<file path="src/acu_pkg.sv">
// Constants shared by the converter control unit files.
// Assumes a 4-bit CPU data bus with 16-bit I/O addresses.
package acu_pkg;
  // ==========================================================
  // Register addresses
  localparam logic [15:0] ADDR_CONV_CONTROL = 16'hFF68;
  localparam logic [15:0] ADDR_PIN_SELECT = 16'hFF69;
  localparam logic [15:0] ADDR_RESULT_LOW = 16'hFF6A;
  localparam logic [15:0] ADDR_RESULT_HIGH = 16'hFF6B;
  localparam logic [15:0] ADDR_IRQ_ENABLE = 16'hFFE7;
  localparam logic [15:0] ADDR_IRQ_FLAG = 16'hFFF7;
  // ==========================================================
  // Field positions in the control, enable and flag nibbles
  localparam int CHAN_LSB = 0;
  localparam int CLKSEL_BIT = 2;
  localparam int START_BIT = 3;
  localparam int FLAG_BIT = 0;
  localparam logic [3:0] NIBBLE_ZERO = 4'h0;
  localparam logic [1:0] CHAN_RESET = 2'h0;
  localparam logic [7:0] RESULT_ZERO = 8'h00;
  // ==========================================================
  // Timing
  localparam int CONV_FREQ_KHZ = 2500;
  localparam int MIN_CONV_TIME_NS = 8000;
  // Conversion clock periods for a whole conversion, rounded up
  localparam int MIN_CONV_CYCLES =
    (MIN_CONV_TIME_NS * CONV_FREQ_KHZ + 999999) / 1000000;
  localparam int RESULT_BITS = 8;
  // ==========================================================
  // Sequencer states
  typedef enum logic [2:0] {
    ACU_IDLE = 3'b000,
    ACU_DELAY = 3'b001,
    ACU_SAMPLE = 3'b010,
    ACU_DECIDE = 3'b011,
    ACU_STORE = 3'b100
  } acu_state_e;
endpackage : acu_pkg

</file>
<file path="src/acu_clock_select.sv">
// Conversion clock selection and gating as a tick generator.
// Assumes prescaler tick input is one sys_clk cycle wide.
module acu_clock_select (
  input wire logic sys_clk,
  input wire logic rst_n,
  input wire logic clock_select,
  input wire logic prescaler_tick,
  input wire logic run,
  output logic conv_tick
);
  typedef struct packed {
    logic half;
    logic tick;
  } acu_clk_s;
  acu_clk_s st, next_st;

  always_comb begin
    next_st = st;
    next_st.half = run ? ~st.half : 1'b0;
    // Gated off unless a conversion runs
    if (!run) begin
      next_st.tick = 1'b0;
    end else if (clock_select) begin
      next_st.tick = st.half; // fosc/2
    end else begin
      next_st.tick = prescaler_tick; // fosc/(n+1)
    end
  end

  always_ff @(posedge sys_clk) begin
    if (!rst_n) begin
      st <= '0;
    end else begin
      st <= next_st;
    end
  end
  assign conv_tick = st.tick;
endmodule : acu_clock_select

</file>
<file path="src/acu_sar.sv">
// Successive approximation register, MSB first.
// Assumes the comparator result is valid at each decide step.
module acu_sar #(
  parameter int BITS = 8
) (
  input wire logic sys_clk,
  input wire logic rst_n,
  input wire logic clear,
  input wire logic step,
  input wire logic comp_high,
  output logic [BITS-1:0] trial,
  output logic last
);
  typedef struct packed {
    logic [BITS-1:0] code;
    logic [BITS-1:0] mask;
  } acu_sar_s;
  acu_sar_s st, next_st;

  always_comb begin
    next_st = st;
    if (clear) begin
      next_st.code = {1'b1, {(BITS-1){1'b0}}};
      next_st.mask = {1'b1, {(BITS-1){1'b0}}};
    end else if (step) begin
      // Keep or drop current trial bit, try next lower
      if (!comp_high) begin
        next_st.code = st.code & ~st.mask;
      end
      next_st.mask = st.mask >> 1;
      next_st.code = next_st.code | next_st.mask;
    end
  end

  always_ff @(posedge sys_clk) begin
    if (!rst_n) begin
      st <= '0;
    end else begin
      st <= next_st;
    end
  end
  assign trial = st.code;
  assign last = st.mask[0];
endmodule : acu_sar

</file>
<file path="src/acu_top.sv">
// Converter control unit: nibble registers, sequencer, pin steering.
// Assumes a synchronous 4-bit CPU I/O bus and external analog front end.
// ==========================================================
// Functional notes
// - Pin select bit high makes its shared pin an analog input.
// - Any combination of pin select bits may be set together.
// - Reset clears all pin select bits.
// - Clock select 0 takes prescaler, 1 takes oscillator over two.
// - Conversion clock reaches converter only after a start write.
// - Prescaler source runs at oscillator over divide setting plus one.
// - Channel field value 0 to 3 selects analog input 0 to 3.
// - Writing 1 to start begins conversion; writing 0 does nothing.
// - Start bit and unused flag and mask bits read as zero.
// - Sampling begins after one sample start delay.
// - Eight-bit successive approximation, most significant bit first.
// - Result low nibble at lower address, high nibble next.
// - Completion flag set right after result is stored.
// - Interrupt request when flag set and enable bit is 1.
// - Flag set on every conversion regardless of enable.
// - Writing 1 clears the flag; writing 0 leaves it.
// - Result not reset; control, enable and flag reset to 0.
// - Whole conversion at 2.5 MHz takes at least 8 us.
module acu_top #(
  parameter int SAMPLE_TICKS = 2,
  parameter int TICKS_PER_BIT = 2,
  parameter int DELAY_TICKS = 1
) (
  input wire logic sys_clk,
  input wire logic rst_n,
  input wire logic [15:0] io_addr,
  input wire logic io_wr,
  input wire logic io_rd,
  input wire logic [3:0] io_wdata,
  output logic [3:0] io_rdata,
  input wire logic prescaler_tick,
  input wire logic comp_high,
  output logic [3:0] analog_pin_enable,
  output logic [1:0] channel_select,
  output logic sample_hold,
  output logic [7:0] dac_trial,
  output logic conv_busy,
  output logic irq_request
);
  localparam int CNT_W = 8;
  // Ensure the minimum conversion length in conversion clocks
  localparam int RAW_TICKS = DELAY_TICKS + SAMPLE_TICKS + acu_pkg::RESULT_BITS * TICKS_PER_BIT;
  localparam int PAD_TICKS = (RAW_TICKS < acu_pkg::MIN_CONV_CYCLES) ?
    acu_pkg::MIN_CONV_CYCLES - RAW_TICKS : 0;
  localparam logic [CNT_W-1:0] DELAY_END = CNT_W'(DELAY_TICKS + PAD_TICKS - 1);
  localparam logic [CNT_W-1:0] SAMPLE_END = CNT_W'(SAMPLE_TICKS - 1);
  localparam logic [CNT_W-1:0] BIT_END = CNT_W'(TICKS_PER_BIT - 1);

  typedef struct packed {
    acu_pkg::acu_state_e state;
    logic [CNT_W-1:0] cnt;
    logic [1:0] chan;
    logic clk_sel;
    logic [3:0] pins;
    logic irq_en;
    logic flag;
    logic [7:0] result;
    logic [3:0] rdata;
    logic hold;
    logic busy;
    logic irq;
  } acu_top_s;
  acu_top_s st, next_st;

  logic conv_tick;
  logic [7:0] trial;
  logic sar_last;
  logic sar_clear;
  logic sar_step;

  function automatic logic hit(input logic [15:0] a, input logic [15:0] r);
    hit = (a == r);
  endfunction : hit

  acu_clock_select u_clk (
    .sys_clk(sys_clk),
    .rst_n(rst_n),
    .clock_select(st.clk_sel),
    .prescaler_tick(prescaler_tick),
    .run(st.busy),
    .conv_tick(conv_tick)
  );

  acu_sar #(.BITS(acu_pkg::RESULT_BITS)) u_sar (
    .sys_clk(sys_clk),
    .rst_n(rst_n),
    .clear(sar_clear),
    .step(sar_step),
    .comp_high(comp_high),
    .trial(trial),
    .last(sar_last)
  );

  // ==========================================================
  // Sequencer and registers
  always_comb begin
    logic start;
    logic done;
    next_st = st;
    sar_clear = 1'b0;
    sar_step = 1'b0;
    done = 1'b0;
    start = io_wr && hit(io_addr, acu_pkg::ADDR_CONV_CONTROL)
      && io_wdata[acu_pkg::START_BIT];

    if (io_wr && hit(io_addr, acu_pkg::ADDR_CONV_CONTROL)) begin
      next_st.chan = io_wdata[acu_pkg::CHAN_LSB +: 2];
      next_st.clk_sel = io_wdata[acu_pkg::CLKSEL_BIT];
    end
    if (io_wr && hit(io_addr, acu_pkg::ADDR_PIN_SELECT)) begin
      next_st.pins = io_wdata; // independent bits
    end
    if (io_wr && hit(io_addr, acu_pkg::ADDR_IRQ_ENABLE)) begin
      next_st.irq_en = io_wdata[acu_pkg::FLAG_BIT];
    end

    unique case (st.state)
      acu_pkg::ACU_IDLE: begin
        if (start) begin
          next_st.state = acu_pkg::ACU_DELAY;
          next_st.cnt = '0;
          next_st.busy = 1'b1;
        end
      end
      acu_pkg::ACU_DELAY: begin
        // Wait the sample start delay
        if (conv_tick) begin
          if (st.cnt == DELAY_END) begin
            next_st.state = acu_pkg::ACU_SAMPLE;
            next_st.cnt = '0;
            next_st.hold = 1'b1;
          end else begin
            next_st.cnt = st.cnt + 1'b1;
          end
        end
      end
      acu_pkg::ACU_SAMPLE: begin
        if (conv_tick) begin
          if (st.cnt == SAMPLE_END) begin
            next_st.state = acu_pkg::ACU_DECIDE;
            next_st.cnt = '0;
            next_st.hold = 1'b0;
            sar_clear = 1'b1;
          end else begin
            next_st.cnt = st.cnt + 1'b1;
          end
        end
      end
      acu_pkg::ACU_DECIDE: begin
        // One bit decided per TICKS_PER_BIT conversion clocks
        if (conv_tick) begin
          if (st.cnt == BIT_END) begin
            next_st.cnt = '0;
            if (sar_last) begin
              next_st.state = acu_pkg::ACU_STORE;
              next_st.result = {trial[acu_pkg::RESULT_BITS-1:1], comp_high};
            end else begin
              sar_step = 1'b1;
            end
          end else begin
            next_st.cnt = st.cnt + 1'b1;
          end
        end
      end
      acu_pkg::ACU_STORE: begin
        // Flag set the cycle after result stored
        done = 1'b1;
        next_st.state = acu_pkg::ACU_IDLE;
        next_st.busy = 1'b0;
      end
      default: begin
        next_st.state = acu_pkg::ACU_IDLE;
        next_st.busy = 1'b0;
      end
    endcase

    // Set wins over a simultaneous clear
    if (done) begin
      next_st.flag = 1'b1;
    end else if (io_wr && hit(io_addr, acu_pkg::ADDR_IRQ_FLAG)
                 && io_wdata[acu_pkg::FLAG_BIT]) begin
      next_st.flag = 1'b0;
    end
    next_st.irq = next_st.flag & next_st.irq_en;

    // Read mux, registered; start bit and unused bits read zero
    next_st.rdata = acu_pkg::NIBBLE_ZERO;
    if (io_rd) begin
      if (hit(io_addr, acu_pkg::ADDR_CONV_CONTROL)) begin
        next_st.rdata = {1'b0, st.clk_sel, st.chan};
      end else if (hit(io_addr, acu_pkg::ADDR_PIN_SELECT)) begin
        next_st.rdata = st.pins;
      end else if (hit(io_addr, acu_pkg::ADDR_RESULT_LOW)) begin
        next_st.rdata = st.result[3:0];
      end else if (hit(io_addr, acu_pkg::ADDR_RESULT_HIGH)) begin
        next_st.rdata = st.result[7:4];
      end else if (hit(io_addr, acu_pkg::ADDR_IRQ_ENABLE)) begin
        next_st.rdata = {3'b000, st.irq_en};
      end else if (hit(io_addr, acu_pkg::ADDR_IRQ_FLAG)) begin
        next_st.rdata = {3'b000, st.flag};
      end
    end
  end

  // Result kept across reset, so it is assigned outside the reset branch
  always_ff @(posedge sys_clk) begin
    if (!rst_n) begin
      st.state <= acu_pkg::ACU_IDLE;
      st.cnt <= '0;
      st.chan <= acu_pkg::CHAN_RESET;
      st.clk_sel <= 1'b0;
      st.pins <= acu_pkg::NIBBLE_ZERO;
      st.irq_en <= 1'b0;
      st.flag <= 1'b0;
      st.rdata <= acu_pkg::NIBBLE_ZERO;
      st.hold <= 1'b0;
      st.busy <= 1'b0;
      st.irq <= 1'b0;
    end else begin
      st.state <= next_st.state;
      st.cnt <= next_st.cnt;
      st.chan <= next_st.chan;
      st.clk_sel <= next_st.clk_sel;
      st.pins <= next_st.pins;
      st.irq_en <= next_st.irq_en;
      st.flag <= next_st.flag;
      st.rdata <= next_st.rdata;
      st.hold <= next_st.hold;
      st.busy <= next_st.busy;
      st.irq <= next_st.irq;
    end
    st.result <= next_st.result;
  end

  // ==========================================================
  // Outputs
  assign io_rdata = st.rdata;
  assign analog_pin_enable = st.pins;
  assign channel_select = st.chan;
  assign sample_hold = st.hold;
  assign dac_trial = trial;
  assign conv_busy = st.busy;
  assign irq_request = st.irq;
endmodule : acu_top

</file>
<file path="config.mk">
export PLATFORM = sky130hd
export DESIGN_NAME = acu_top
export DESIGN_NICKNAME = d
export VERILOG_FILES = /design/src/acu_pkg.sv /design/src/acu_clock_select.sv /design/src/acu_sar.sv /design/src/acu_top.sv
export SDC_FILE = /design/constraint.sdc
export NUM_CORES = 1
export LEC_CHECK = 0
export ABC_AREA = 1
export BUFFER_PORTS_ARGS = -buffer_cell sky130_fd_sc_hd__buf_2
export CAP_MARGIN = 20
export CORE_MARGIN = 8
export CORE_UTILIZATION = 45
export CTS_CLUSTER_SIZE = 28
export DETAILED_ROUTE_END_ITERATION = 12
export GPL_ROUTABILITY_DRIVEN = 0
export HOLD_SLACK_MARGIN = 0.1
export PLACE_DENSITY = 0.71
export SLEW_MARGIN = 20
export SYNTH_ARGS = -nofsm -noshare
export SYNTH_HDL_FRONTEND = slang
export SYNTH_SLANG_ARGS = --single-unit
</file>
<file path="constraint.sdc">
create_clock -name sys_clk -period 4.04 [get_ports sys_clk]
set_input_delay 1.01 -clock sys_clk [delete_from_list [all_inputs] [get_ports sys_clk]]
set_output_delay 1.01 -clock sys_clk [all_outputs]
set_load 0.02 [all_outputs]
</file>
==> summary.md <==
| Metric | Value |
|---|---|
| Std-Cell Core Area | 5540 µm² |
| Worst setup SP type | flop |
| DRC | 0 |
| Post-Syn Area per Cell | 7.54 µm² |
| Cell Area, Placed | 2780 µm² |
| Row count | 27 |
| First-pass GRT wire length | 9.87 mm |
| Yosys reg bits | 53 |
| Sw Pwr | 0.190 mW |
| Clock tree buffer depth | 2 |
| Starting density of the core | 47.1% |
| Worst-case reg-to-reg path depth | 5 |
| Cell Area, Synth | 2610 µm² |
| Power per cell area | 304 nW/µm² |
| Vias per cell | 5.11 |
| Met1 GRT Util | 15.8% |
| Pint | 0.682 mW |
| Worst Path Class, Setup | flop to flop |
| Port Buf Inserts | 46 |
| Post-Syn Nets | 374 |
| Pin count of the biggest net entering global routing | 17 |
| Chip Width | 92.2 µm |
| Final net count | 405 |
| Hold Violations, Final | 0 |
| Hold path cells | 1 |
| Final critical-path required period | 2.26 ns |
| Layout Skew | 0.00481 ns |
| Leak Pwr | 1.22 nW |
| Met2 GRT Util | 24.1% |
| Switching part of the total | 21.8% |
| Worst slew margin | 30.6% |
| Die height | 92.2 µm |
| Peak VDD IR | 0.206 mV |
| Total design power | 0.871 mW |
| Sequential fraction of the synthesis area | 43.7% |
| Dpl ws | 1.76 ns |
| Total gr overflow | 0 |
| CP endpoint kind | flop |
| RSZ-0062 raised after global routing | false |
| Post_cts resized | 0 |
| Num CTS Buffers | 5 |
| Drt total wl | 5.79 mm |
| CTS sink count | 53 |
| Via count | 2296 |
| Initial antenna violation count | 0 |
| Drt pass-1 iters | 4 |
| Max Fclk | 443 MHz |
| Flop pwr share | 61.2% |
| Tot GR Track Use | 14.1% |
| CTS root buf | clkbuf_8 |
| FF-to-FF Start | st[24] |
| Number of global-route vias before repair | 2179 |
| Synth cell types | 35 |
| Post-Syn Instances | 346 |
| CP Launch Point | st[24] |
| I/O Pins | 47 |
| Critical path data arrival time | 2.18 ns |
| CP required | 3.97 ns |
| Detailed Place HPWL | 4.46 mm |
| Worst slew pin tran | 1.03 ns |
| Outcome | finished, final reports clean |
| Period utilization | 55.9% |
| Gate power share | 4.2% |
| Synth warn | 0 |
| Fin area | 2870 µm² |
| Min-delay worst type | flop to flop |
| Number of setup buffers added after CTS | 0 |
| # Max-Cap Violations | 0 |
| 1st-iter DRT viols | 140 |
| Ant diodes | 0 |
| HP Start | u_clk.st[1] |
| # hold bufs at CTS | 0 |
| TritonCTS clock tree | yes |
| Final setup vio count | 0 |
| Setup TNS | 0 ns |
| Clk slew on worst S/H paths | 0.09 ns |
| Final max-slew violation count | 0 |
| DRT antenna net count | 0 |
| Die ar. | 8490 µm² |
| Global routing's busiest layer | met2 |
| Layout cells sized above 1 | 19.6% |
| Area Growth Syn to Fin | 9.92% |
| GR Layer Usage met3 | 4.56% |
| Clk_lat worst skew | 0.30 ns |
| Clock share of power | 34.7% |
| Finished Core Util | 51.8% |
| Crit-path max FO | 8 |
| CTS H-Tree Depth | 2 |
| Drt wl/cell | 12.9 µm |
| Final WS setup | 1.78 ns |
-- metrics by stage --
step / instances / hold slack [ns]
global placement: 442 / 0.404
finish: 449 / 0.416
floorplan: 346 / 0.393
CTS: 449 / 0.419
global route: 449 / 0.445
detailed placement: 442 / 0.406
-- kinds of logic after synthesis --
logic type | after synthesis | share of synthesized area [%]
AO/OA/AOI/OAI | 57 | 11.8
XOR/XNOR | 4 | 1.34
adder cells (fa/ha/maj) | 2 | 0.959
buffers and inverters | 62 | 11.6
flip-flops | 53 | 43.7
AND/OR/NAND/NOR | 168 | 30.6
-- critical path, cell delays in order (launching register included) --
cell and delay, ns:
dfxtp_1 0.42, ha_1 0.24, nand2_1 0.08, nor2_1 0.16, nand2_1 0.16, nor3_1 0.83
-- power groups by stage --
stage | clock network [mW] | registers (mW) | logic [mW]
3_3_place_gp | 0 | 0.545 | 0.0357
2_1_floorplan | 0 | 0.545 | 0.0151
3_5_place_dp | 0 | 0.545 | 0.0365
4_1_cts | 0.312 | 0.533 | 0.0367
5_1_grt | 0.330 | 0.533 | 0.0409
6_report | 0.302 | 0.533 | 0.0364
-- registers in the layout (all words and copies together) (netlist names) --
name	count
analog_pin_enable	4
sample_hold	1
irq_request	1
u_clk.conv_tick	1
st	22
u_sar.last	1
io_rdata	4
channel_select	2
u_clk.st	1
u_sar.st	7
u_sar.trial	8
conv_busy	1
-- Yosys cell counts, drive strengths merged --
cell,count,share of area [%]
nor3b,2,0.58
o21ba,1,0.38
nand2,73,11
nand4,10,3.2
dfxtp,45,35
nor3,7,1.3
a31oi,1,0.24
a211oi,2,0.77
ha,2,0.96
a21oi,32,6.1
o21ai,18,3.5
o22ai,1,0.24
xnor2,2,0.67
buf,19,5.4
nand3b,1,0.29
nor4,1,0.24
or2,1,0.24
nand3,31,6.3
clkbuf,3,0.43
o211ai,2,0.58
nor2,42,7.5
inv,40,5.8
edfxtp,8,9.2
xor2,2,0.67
-- area by class of cell --
type,instances,area (µm²)
Multi-Input combinational cell,231,1170
Clock inverter,1,7.51
Tap cell,72,90.1
Sequential cell,53,1140
Timing Repair Buffer,46,230
Fill cell,570,2670
Clock buffer,6,82.6
Inverter,40,150
-- worst paths after layout --
kind              slack [ns]           to
hold reg to reg         0.42  u_clk.st[1]
hold / removal          0.42  u_clk.st[1]
setup reg to reg        1.78       st[13]
setup / recovery        1.78       st[13]
-- layer usage --
layer	wire length, µm	part of all wire [%]
met1	2590	45
met2	2720	47
met3	376	6.5
met4	99	1.7
met5	0	0
-- cell usage in the layout, fill, tap and decap left out, drive strengths merged, types with 6 or more instances in the layout --
cell type / count
a21oi: 32
buf: 46
clkbuf: 6
dfxtp: 45
edfxtp: 8
inv: 40
nand2: 73
nand3: 31
nand4: 10
nor2: 42
nor3: 7
o21ai: 18
Note: power is estimated with default switching activity, not from simulation.
